<file path="config.mk">
export PLATFORM = sky130hd
export DESIGN_NAME = ptd_bank
export DESIGN_NICKNAME = d
export VERILOG_FILES = /design/src/rtl/ptd_pkg.sv /design/src/rtl/ptd_bank.sv
export SDC_FILE = /design/constraint.sdc
export NUM_CORES = 1
export LEC_CHECK = 0
export BUFFER_PORTS_ARGS = -buffer_cell sky130_fd_sc_hd__buf_2
export CAP_MARGIN = 0
export CORE_ASPECT_RATIO = 1.2
export CORE_UTILIZATION = 60
export CTS_CLUSTER_SIZE = 40
export DETAILED_ROUTE_END_ITERATION = 7
export HOLD_SLACK_MARGIN = 0.15
export PLACE_DENSITY = 0.89
export SLEW_MARGIN = 20
export SYNTH_ARGS = -nofsm -noshare
export SYNTH_HDL_FRONTEND = slang
export SYNTH_SLANG_ARGS = --single-unit
</file>
<file path="constraint.sdc">
create_clock -name clk -period 5.1 [get_ports clk]
set_input_delay 0.255 -clock clk [delete_from_list [all_inputs] [get_ports clk]]
set_output_delay 0.255 -clock clk [all_outputs]
set_load 0.05 [all_outputs]
</file>
<file path="src/rtl/ptd_pkg.sv">
// Package for the protection threshold and fault filter configuration bank
package ptd_pkg;
  // Register word indexes; the byte address on the bus is four times the index
  localparam logic [7:0]  OVL_IDX        = 8'h61;
  localparam logic [7:0]  UVL_IDX        = 8'h62;
  localparam logic [7:0]  FFT_IDX        = 8'h63;
  localparam logic [7:0]  SDO_IDX        = 8'h64;
  localparam logic [7:0]  OVR_OV_IDX     = 8'h7b;
  localparam logic [7:0]  OVR_UV_IDX     = 8'h7c;
  localparam logic [7:0]  SWOUT_IDX      = 8'h18;
  localparam logic [7:0]  IRQ_STAT_IDX   = 8'h80;
  localparam logic [7:0]  IRQ_MASK_IDX   = 8'h81;
  localparam logic [7:0]  FAULT_STAT_IDX = 8'h82;
  localparam int          ADDR_W         = 10;
  // Reset values
  localparam logic [7:0]  REG_RST        = 8'h00;
  // Field positions
  localparam int          SUP_SEL_LSB    = 0;
  localparam int          RAIL_LSB       = 2;
  localparam int          NRAIL          = 6;
  localparam int          FFT_SUP_BIT    = 7;
  localparam int          FFT_LIN_BIT    = 6;
  localparam int          FFT_RAIL_BIT   = 5;
  localparam int          FFT_HS_BIT     = 4;
  localparam int          FFT_EXT_BIT    = 3;
  localparam int          FFT_NORETRY    = 0;
  localparam int          SDO_PU_LVL     = 7;
  localparam int          SDO_PU_LSB     = 5;
  localparam int          SDO_PD_LSB     = 3;
  localparam int          SDO_SRC_BIT    = 2;
  localparam int          SDO_RSRC_BIT   = 0;
  localparam int          SWOUT_SD_BIT   = 7;
  // Trip level codes: percent of nominal, supply in tenths of a volt
  localparam logic [6:0]  OV_PCT_LO      = 7'd110;
  localparam logic [6:0]  OV_PCT_HI      = 7'd115;
  localparam logic [6:0]  OV_PCT_FORCE   = 7'd120;
  localparam logic [6:0]  UV_PCT_LO      = 7'd90;
  localparam logic [6:0]  UV_PCT_HI      = 7'd85;
  localparam logic [6:0]  UV_PCT_FORCE   = 7'd80;
  localparam logic [7:0]  SUP_OV_DV0     = 8'd140;
  localparam logic [7:0]  SUP_OV_DV1     = 8'd150;
  localparam logic [7:0]  SUP_OV_DV2     = 8'd160;
  localparam logic [7:0]  SUP_OV_DV3     = 8'd170;
  localparam logic [7:0]  SUP_UV_DV0     = 8'd38;
  localparam logic [7:0]  SUP_UV_DV1     = 8'd43;
  localparam logic [7:0]  SUP_UV_DV2     = 8'd60;
  localparam logic [7:0]  SUP_UV_DV3     = 8'd80;
  // Filter timing
  localparam int          CLK_MHZ        = 100;
  localparam int          FILT_SHORT_US  = 5;
  localparam int          FILT_LONG_US   = 10;
  localparam int          CYC_SHORT      = FILT_SHORT_US * CLK_MHZ;
  localparam int          CYC_LONG       = FILT_LONG_US * CLK_MHZ;
  localparam int          CNT_W          = 10;
  // Filter channels
  localparam int          NCH            = 7;
  localparam int          CH_SUP         = 0;
  localparam int          CH_LIN         = 1;
  localparam int          CH_RAIL        = 2;
  localparam int          CH_SDREQ       = 3;
  localparam int          CH_SDACK       = 4;
  localparam int          CH_EXT         = 5;
  localparam int          CH_RETRY       = 6;

  typedef struct packed {
    logic [NRAIL-1:0][6:0] rail_ov_pct;
    logic [NRAIL-1:0][6:0] rail_uv_pct;
    logic [7:0]            supply_ov_dv;
    logic [7:0]            supply_uv_dv;
  } ptd_trip_type;

  typedef struct packed {
    logic       level_1v8;
    logic [1:0] strength;
    logic       enable;
  } ptd_pullup_type;
endpackage

</file>
<file path="src/rtl/ptd_bank.sv">
// Protection threshold, fault filter and shutdown pin configuration bank
// Overview of operation
// RULE1 - Rail high trip bit: 110 or 115 percent
// RULE2 - Override bit forces 120 percent high trip
// RULE3 - Supply high trip code: 14 to 17 V
// RULE4 - Rail low trip bit: 90 or 85 percent
// RULE5 - Override bit forces 80 percent low trip
// RULE6 - Supply low trip code: 3.8/4.3/6/8 V
// RULE7 - Supply fault filter 5 or 10 us
// RULE8 - Linear reg filter 5 us or bypassed
// RULE9 - Rail fault filter 5 us or bypassed
// RULE10 - Handshake request/ack filter 5 or 10 us
// RULE11 - External good filter only on input pins; the code filters it 5 us on output pins too, 10 us only on input pins
// RULE12 - Retry timer runs unless disable bit set
// RULE13 - Shutdown out buffers request or software bit
// RULE14 - Pullup fields apply only while gating bit zero
// RULE15 - Resistor source: internal or external pullup
// RULE16 - Fault reported after continuous persistence, else restart
// RULE17 - Reserved bits store written value, no effect
//
// The APB slave port was chosen for this implementation.
`timescale 1ns/1ps
`default_nettype none
module ptd_bank
  import ptd_pkg::*;
#(
  parameter int RETRY_CYC = 1000
) (
  // Clock and reset
  input  wire logic                  clk,
  input  wire logic                  reset_n,
  input  wire logic                  clk_en,
  // APB slave
  input  wire logic                  psel,
  input  wire logic                  penable,
  input  wire logic                  pwrite,
  input  wire logic [ADDR_W-1:0]     paddr,
  input  wire logic [31:0]           pwdata,
  output logic      [31:0]           prdata,
  output logic                       pready,
  output logic                       pslverr,
  // Raw comparator and pin inputs
  input  wire logic                  supply_fault_raw,
  input  wire logic                  linear_reg_fault_raw,
  input  wire logic                  rail_fault_raw,
  input  wire logic                  shutdown_request_in,
  input  wire logic                  shutdown_acknowledge,
  input  wire logic                  ext_regulator_good,
  input  wire logic                  ext_good_is_input,
  input  wire logic                  retry_start,
  // Filtered results
  output logic      [NCH-2:0]        fault_filtered,
  output logic                       retry_done,
  output logic                       retry_active,
  // Analog trim outputs
  output ptd_trip_type               trip,
  output ptd_pullup_type             shutdown_out_pullup,
  output logic      [1:0]            shutdown_out_pulldown_strength,
  output logic                       shutdown_out_resistor_source,
  // Shutdown output pin
  output logic                       shutdown_request_out,
  output logic                       shutdown_request_out_oe,
  // Interrupt
  output logic                       irq
);

  // Storage
  logic [7:0]                ovl_reg;
  logic [7:0]                ovl_next;
  logic [7:0]                uvl_reg;
  logic [7:0]                uvl_next;
  logic [7:0]                fft_reg;
  logic [7:0]                fft_next;
  logic [7:0]                sdo_reg;
  logic [7:0]                sdo_next;
  logic [7:0]                ovr_ov_reg;
  logic [7:0]                ovr_ov_next;
  logic [7:0]                ovr_uv_reg;
  logic [7:0]                ovr_uv_next;
  logic [7:0]                swout_reg;
  logic [7:0]                swout_next;
  logic [7:0]                mask_reg;
  logic [7:0]                mask_next;
  logic [7:0]                stat_reg;
  logic [7:0]                stat_next;
  logic [31:0]               prdata_reg;
  logic [31:0]               prdata_next;
  logic [NCH-1:0]            sync1_reg;
  logic [NCH-1:0]            sync2_reg;
  logic [NCH-1:0]            filt_reg;
  logic [NCH-1:0]            filt_next;
  logic [NCH-1:0][CNT_W-1:0] cnt_reg;
  logic [NCH-1:0][CNT_W-1:0] cnt_next;
  logic [NCH-1:0]            raw;
  logic [NCH-1:0]            bypass;
  logic [NCH-1:0]            long_sel;
  logic [NCH-1:0]            filt_prev_reg;
  logic [15:0]               retry_cnt_reg;
  logic [15:0]               retry_cnt_next;
  logic                      retry_act_reg;
  logic                      retry_act_next;
  logic                      retry_done_reg;
  logic                      retry_done_next;
  logic                      sdo_pin_reg;
  logic                      sdo_pin_next;
  logic                      wr_en;
  logic                      rd_en;
  logic                      rd_setup;
  logic                      hit;
  logic [7:0]                idx;
  logic [7:0]                events;

  function automatic logic [7:0] sup_ov(input logic [1:0] c);
    unique case (c)
      2'h0:    sup_ov = SUP_OV_DV0;
      2'h1:    sup_ov = SUP_OV_DV1;
      2'h2:    sup_ov = SUP_OV_DV2;
      default: sup_ov = SUP_OV_DV3;
    endcase
  endfunction

  function automatic logic [7:0] sup_uv(input logic [1:0] c);
    unique case (c)
      2'h0:    sup_uv = SUP_UV_DV0;
      2'h1:    sup_uv = SUP_UV_DV1;
      2'h2:    sup_uv = SUP_UV_DV2;
      default: sup_uv = SUP_UV_DV3;
    endcase
  endfunction

  // APB decode; zero-wait answer, word index is bits 9:2 of the address
  assign idx     = paddr[9:2];
  assign wr_en   = psel && penable && pwrite;
  assign rd_en   = psel && penable && !pwrite;
  assign rd_setup = psel && !penable && !pwrite;
  assign pready  = 1'b1;
  assign pslverr = psel && penable && !hit;
  assign prdata  = prdata_reg;

  always_comb begin
    unique case (idx)
      OVL_IDX, UVL_IDX, FFT_IDX, SDO_IDX, OVR_OV_IDX, OVR_UV_IDX, SWOUT_IDX,
      IRQ_STAT_IDX, IRQ_MASK_IDX, FAULT_STAT_IDX: hit = 1'b1;
      default: hit = 1'b0;
    endcase
  end

  // Sticky event capture: rising edges of filtered faults and retry expiry
  assign events = {1'b0, retry_done_reg, filt_reg[NCH-2:0] & ~filt_prev_reg[NCH-2:0]};

  always_comb begin
    ovl_next    = ovl_reg;
    uvl_next    = uvl_reg;
    fft_next    = fft_reg;
    sdo_next    = sdo_reg;
    ovr_ov_next = ovr_ov_reg;
    ovr_uv_next = ovr_uv_reg;
    swout_next  = swout_reg;
    mask_next   = mask_reg;
    stat_next   = stat_reg;
    prdata_next = prdata_reg;
    // Reserved bits are stored as written and steer nothing [RULE17]
    if (wr_en) begin
      unique case (idx)
        OVL_IDX:      ovl_next    = pwdata[7:0];
        UVL_IDX:      uvl_next    = pwdata[7:0];
        FFT_IDX:      fft_next    = pwdata[7:0];
        SDO_IDX:      sdo_next    = pwdata[7:0];
        OVR_OV_IDX:   ovr_ov_next = pwdata[7:0];
        OVR_UV_IDX:   ovr_uv_next = pwdata[7:0];
        SWOUT_IDX:    swout_next  = pwdata[7:0];
        IRQ_MASK_IDX: mask_next   = pwdata[7:0];
        default:      ;
      endcase
    end
    // Read data is latched in the setup phase, so it already stands at the access edge
    if (rd_setup) begin
      prdata_next = 32'h0000_0000;
      unique case (idx)
        OVL_IDX:        prdata_next[7:0] = ovl_reg;
        UVL_IDX:        prdata_next[7:0] = uvl_reg;
        FFT_IDX:        prdata_next[7:0] = fft_reg;
        SDO_IDX:        prdata_next[7:0] = sdo_reg;
        OVR_OV_IDX:     prdata_next[7:0] = ovr_ov_reg;
        OVR_UV_IDX:     prdata_next[7:0] = ovr_uv_reg;
        SWOUT_IDX:      prdata_next[7:0] = swout_reg;
        IRQ_MASK_IDX:   prdata_next[7:0] = mask_reg;
        FAULT_STAT_IDX: prdata_next[7:0] = {1'b0, retry_act_reg, filt_reg[NCH-2:0]};
        IRQ_STAT_IDX:   prdata_next[7:0] = stat_reg;
        default:        ;
      endcase
    end
    // Clear only the bits that were reported; an event after the setup phase survives
    if (rd_en && (idx == IRQ_STAT_IDX)) begin
      stat_next = stat_reg & ~prdata_reg[7:0];
    end
    // A new event in the clearing cycle wins
    stat_next = stat_next | events;
  end

  // Trip level decode
  // Override bits win over the ordinary selection bits
  always_comb begin
    trip = '0;
    for (int i = 0; i < NRAIL; i++) begin
      if (ovr_ov_reg[RAIL_LSB+i])
        trip.rail_ov_pct[i] = OV_PCT_FORCE;                                   // [RULE2]
      else
        trip.rail_ov_pct[i] = ovl_reg[RAIL_LSB+i] ? OV_PCT_HI : OV_PCT_LO;   // [RULE1]
      if (ovr_uv_reg[RAIL_LSB+i])
        trip.rail_uv_pct[i] = UV_PCT_FORCE;                                   // [RULE5]
      else
        trip.rail_uv_pct[i] = uvl_reg[RAIL_LSB+i] ? UV_PCT_HI : UV_PCT_LO;   // [RULE4]
    end
    trip.supply_ov_dv = sup_ov(ovl_reg[SUP_SEL_LSB+:2]);                      // [RULE3]
    trip.supply_uv_dv = sup_uv(uvl_reg[SUP_SEL_LSB+:2]);                      // [RULE6]
  end

  // Pin configuration; bit 4, shared with the pulldown field, gates the pullup fields
  always_comb begin
    shutdown_out_pullup.enable    = !sdo_reg[SDO_PD_LSB+1];                   // [RULE14]
    shutdown_out_pullup.level_1v8 = sdo_reg[SDO_PU_LVL] & !sdo_reg[SDO_PD_LSB+1];
    shutdown_out_pullup.strength  = sdo_reg[SDO_PD_LSB+1] ? 2'h0 : sdo_reg[SDO_PU_LSB+:2];
  end
  assign shutdown_out_pulldown_strength = sdo_reg[SDO_PD_LSB+:2];
  assign shutdown_out_resistor_source   = sdo_reg[SDO_RSRC_BIT];              // [RULE15]

  // Filter channel setup
  // Pin levels reach the filters only through the two synchroniser flops
  always_comb begin
    raw           = {1'b0, ext_regulator_good, shutdown_acknowledge, shutdown_request_in,
                     rail_fault_raw, linear_reg_fault_raw, supply_fault_raw};
    bypass        = '0;
    long_sel      = '0;
    long_sel[CH_SUP]   = fft_reg[FFT_SUP_BIT];                                // [RULE7]
    bypass[CH_LIN]     = fft_reg[FFT_LIN_BIT];                                // [RULE8]
    bypass[CH_RAIL]    = fft_reg[FFT_RAIL_BIT];                               // [RULE9]
    long_sel[CH_SDREQ] = fft_reg[FFT_HS_BIT];                                 // [RULE10]
    long_sel[CH_SDACK] = fft_reg[FFT_HS_BIT];                                 // [RULE10]
    long_sel[CH_EXT]   = fft_reg[FFT_EXT_BIT] & ext_good_is_input;            // [RULE11]
    bypass[CH_RETRY]   = 1'b1;
  end

  // Persistence filter per channel; any return to the settled value restarts [RULE16]
  always_comb begin
    for (int i = 0; i < NCH; i++) begin
      cnt_next[i]  = cnt_reg[i];
      filt_next[i] = filt_reg[i];
      if (bypass[i]) begin
        filt_next[i] = sync2_reg[i];
        cnt_next[i]  = '0;
      end else if (sync2_reg[i] == filt_reg[i]) begin
        cnt_next[i]  = '0;
      end else if (cnt_reg[i] == CNT_W'((long_sel[i] ? CYC_LONG : CYC_SHORT) - 1)) begin
        filt_next[i] = sync2_reg[i];
        cnt_next[i]  = '0;
      end else begin
        cnt_next[i]  = cnt_reg[i] + CNT_W'(1);
      end
    end
  end

  // Retry timer
  // Setting the disable bit also drops a run in progress
  always_comb begin
    retry_cnt_next  = retry_cnt_reg;
    retry_act_next  = retry_act_reg;
    retry_done_next = 1'b0;
    if (fft_reg[FFT_NORETRY]) begin
      retry_act_next = 1'b0;                                                  // [RULE12]
      retry_cnt_next = '0;
    end else if (retry_act_reg) begin
      if (retry_cnt_reg == 16'(RETRY_CYC - 1)) begin
        retry_act_next  = 1'b0;
        retry_done_next = 1'b1;
        retry_cnt_next  = '0;
      end else begin
        retry_cnt_next = retry_cnt_reg + 16'h0001;
      end
    end else if (retry_start) begin
      retry_act_next = 1'b1;                                                  // [RULE12]
    end
  end

  // Shutdown output source
  always_comb begin
    sdo_pin_next = sdo_reg[SDO_SRC_BIT] ? swout_reg[SWOUT_SD_BIT]
                                        : filt_reg[CH_SDREQ];                 // [RULE13]
  end

  // Clock enable low freezes every register, bus writes included
  always_ff @(posedge clk or negedge reset_n) begin
    if (!reset_n) begin
      ovl_reg        <= REG_RST;
      uvl_reg        <= REG_RST;
      fft_reg        <= REG_RST;
      sdo_reg        <= REG_RST;
      ovr_ov_reg     <= REG_RST;
      ovr_uv_reg     <= REG_RST;
      swout_reg      <= REG_RST;
      mask_reg       <= REG_RST;
      stat_reg       <= REG_RST;
      prdata_reg     <= '0;
      sync1_reg      <= '0;
      sync2_reg      <= '0;
      filt_reg       <= '0;
      filt_prev_reg  <= '0;
      cnt_reg        <= '0;
      retry_cnt_reg  <= '0;
      retry_act_reg  <= 1'b0;
      retry_done_reg <= 1'b0;
      sdo_pin_reg    <= 1'b0;
    end else if (clk_en) begin
      ovl_reg        <= ovl_next;
      uvl_reg        <= uvl_next;
      fft_reg        <= fft_next;
      sdo_reg        <= sdo_next;
      ovr_ov_reg     <= ovr_ov_next;
      ovr_uv_reg     <= ovr_uv_next;
      swout_reg      <= swout_next;
      mask_reg       <= mask_next;
      stat_reg       <= stat_next;
      prdata_reg     <= prdata_next;
      sync1_reg      <= raw;
      sync2_reg      <= sync1_reg;
      filt_reg       <= filt_next;
      filt_prev_reg  <= filt_reg;
      cnt_reg        <= cnt_next;
      retry_cnt_reg  <= retry_cnt_next;
      retry_act_reg  <= retry_act_next;
      retry_done_reg <= retry_done_next;
      sdo_pin_reg    <= sdo_pin_next;
    end
  end

  assign fault_filtered          = filt_reg[NCH-2:0];
  assign retry_done              = retry_done_reg;
  assign retry_active            = retry_act_reg;
  assign shutdown_request_out    = sdo_pin_reg;
  // Pin is a push-pull output in both source modes
  assign shutdown_request_out_oe = 1'b1;
  assign irq                     = |(stat_reg & mask_reg);
endmodule
`default_nettype wire

</file>
==> run metrics <==
run status=finished, final reports clean; Avg Cell Area, Syn=10.06 µm²; Slew Limit Headroom=between 20 and 30%; Data arrival, critical path=approximately 2.2 ns; worst hold path class=primary input to register; Initial DRC Count=roughly 900; max capacitance violation total=0; minimum period implied by the final worst setup slack=roughly 2.5 ns; unrepaired setup endpoints after global routing=false; Core Area=about 16000 µm²; reported net switching power=around 1 mW; Largest register FFs=60; clock network fraction of design power=~40%; worst-skew pair later-pin latency=between 0.4 and 0.5 ns; worst voltage drop across the vdd grid=between 0.2 and 0.25 mV; post-route worst setup slack=about 2.6 ns; Synthesis Warnings=0; commonest non-fill, non-tap cell in the layout=dfrtp_1; kind of end point of the critical path=output port; power after layout=3.418 mW; category of the worst setup path launch point=primary input; most used flip-flop cell after synthesis=dfrtp_1; most prevalent standard cell on the critical path=buf_2; Seq cells post-synth=183; cell types occupying the most area after synthesis=dfrtp_1 (45%), mux2_2 (8.5%), buf_4 (5.6%); leftover overflow at the end of global routing=0; overall die area=between 15000 and 20000 µm²; overall die height=144.2 µm; wirelength, routed=~24000 µm; drt wl/cell=approximately 18 µm; root buf cell=clkbuf_16; leakage=about 5.2 nW; post-CTS setup repair buffer count=0; combinational cell fraction of total power=a little over an eighth; Clock H-tree levels=4; Post-synth EDFFs=0; number of clock buffers inserted by TritonCTS=17; library cell contributing the largest single delay on the critical path=nor4_2; P_int=2.426 mW; Setup Skew=~0.010 ns; clock tree from TritonCTS=done; clock transition at the register clock pins on the worst setup and hold paths after CTS=around 0.070 ns; gpl congestion=between 0.9 and 1; initial standard-cell utilization of the core=between 60 and 70%; worst slack at placement=roughly 2.3 ns; largest fanout on the critical path=23; I/O pin cnt=approximately 210; maximum clock rate=0.4002 GHz; sequential share of power=between 40 and 50%; proportion of synthesized chip area in sequential cells=45.33%; number of distinct library cells after synthesis=70; net count reported at finish=between 1000 and 1500; endpoints failing setup=0; number of antenna diodes=0; clock tree sinks=183; count of standard-cell rows=51; DIE WIDTH=~120 µm; share of Yosys cell area claimed by the top area cell type=45.33%; largest buffer count on any clock path=2; final core occ=between 60% and 70%; Sw Ratio=29.03%; number of vias in the routed layout=around 8000; number of max-slew violations in the final report=0; stage delay of the slowest cell on the critical path=slightly above 0.9 ns; Syn-to-layout area delta=11.38%; initial antenna violation count=1; pin count of the biggest net entering global routing=76; DRC violations left=0; required time at the worst-slack endpoint=4.85 ns; synthesized instance count=between 1000 and 1500; vias per cell=~6.0; dpl hpwl=16870 µm; post-route cell area=around 11000 µm²; TritonRoute pass-1 iters=5; remaining antenna violation count=0; number of global-route vias before repair=7578; Port Buffer Count=around 120; instance area after placement=between 10000 and 15000 µm²; transition time of the tightest slew-check pin=~1.1 ns; share of the clock period used by the worst path=~49%; share of flip-flops with an asynchronous set or reset=100.0%; post-synthesis instance area=slightly above 10000 µm²; Crit Path Class=primary input to output port; hold violation count in the final report=0; first-pass GRT wire length=approximately 38000 µm; worst-path cell chain=buf_2 -> nor4_2 -> nor2_1 -> o22ai_1 -> nor3_1 -> buf_2; share of layout cells above drive strength 1=about a quarter; GRT Util Overall=28.61%; top cell type by total area after synthesis=dfrtp_1; commonest cells after routing, fill and taps aside=dfrtp_1 (183), buf_2 (120), nand2_1 (78); Total Negative Setup Slacks=0 ns; PD cells=303.7 nW/µm²
cells in the mapped netlist (7+ instances only):
library cell / number
dfrtp_1: 183
nand2_1: 78
mux2_2: 76
buf_4: 75
nor2_1: 73
o21ai_0: 67
inv_1: 46
nor3_1: 28
nand3_1: 27
mux2i_1: 22
clkbuf_1: 21
nor2b_1: 21
a22oi_1: 20
or2_2: 19
o2bb2ai_1: 17
and3_1: 16
ha_1: 16
xnor2_1: 16
o31ai_1: 14
nand4_1: 13
a221oi_1: 10
xor2_1: 10
a21oi_1: 9
a22o_1: 9
nand2b_1: 9
nor4_1: 8
a32o_1: 7
buf_2: 7
nor3b_1: 7
power by group through the flow:
| stage | Sequential [mW] | Combinational [mW] | Clock, mW |
|---|---|---|---|
| 2_1_floorplan | 1.62 | 0.372 | 0 |
| 3_3_place_gp | 1.63 | 0.434 | 0 |
| 3_5_place_dp | 1.63 | 0.445 | 0 |
| 4_1_cts | 1.61 | 0.453 | 1.37 |
| 5_1_grt | 1.62 | 0.496 | 1.44 |
| 6_report | 1.61 | 0.454 | 1.35 |
logic make-up after synthesis:
| kind of cell | synth area share [%] |
|---|---|
| multiplexers | 10.65 |
| other | 0.07433 |
| buffers and inverters | 8.669 |
| AND/OR/NAND/NOR | 18.40 |
| flip-flops | 45.33 |
| AO/OA/AOI/OAI | 12.64 |
| adder cells (fa/ha/maj) | 1.981 |
| XOR/XNOR | 2.254 |
area by class of cell:
class                   instances  area, µm²
clock buffers                  20      466.7
inverters                      48      180.2
clock inverters                12      138.9
repair buffers                137      757.0
well taps                     212      265.3
fillers                      1210       5082
multi-input cells             725       4866
flip-flops and latches        183       4579
worst max-delay path, delay by kind of cell:
kind	cells	cell delay, ns
simple gates	3	1.21
compound gates	1	0.27
buf+inv	2	0.50
layer usage:
layer / vias up / part of all wire [%] / track usage [%]
met4: 2 / 3.0 / 11.70
met1: 3945 / 40 / 34.22
met3: 58 / 6.3 / 5.954
met5: - / 0.054 / 0
li1: 3678 / - / -
met2: 365 / 51 / 50.27
final timing paths:
kind / startpoint / end / slack (ns) / depth (start not counted)
worst max-delay path: paddr[2] / pslverr / 2.60 / 6
worst min-delay path: pwdata[4] / ovr_ov_reg[4] / 0.17 / 3
worst max register to register: fft_reg[4] / cnt_reg[46] / 2.75 / 5
worst min register to register: sync1_reg[3] / sync2_reg[3] / 0.50 / 1
max in group asynchronous: reset_n / retry_cnt_reg[8] / 3.55 / 3
min in group asynchronous: reset_n / cnt_reg[25] / 0.41 / 2
through the flow:
| stage | hold WS [ns] | cells |
|---|---|---|
| 2_1_floorplan | -0.04059 | 1062 |
| 3_3_place_gp | 0.3204 | 1295 |
| 3_5_place_dp | 0.3256 | 1295 |
| 4_1_cts | 0.1584 | 1337 |
| 5_1_grt | 0.1557 | 1337 |
| 6_report | 0.1709 | 1337 |
repair_timing:
action                     CTS  global route
resized for setup            0             0
hold buffers                10             0
hold endpoints to repair    82             0
setup endpoints to repair    0             0
Power figures use the tool's default switching activity.
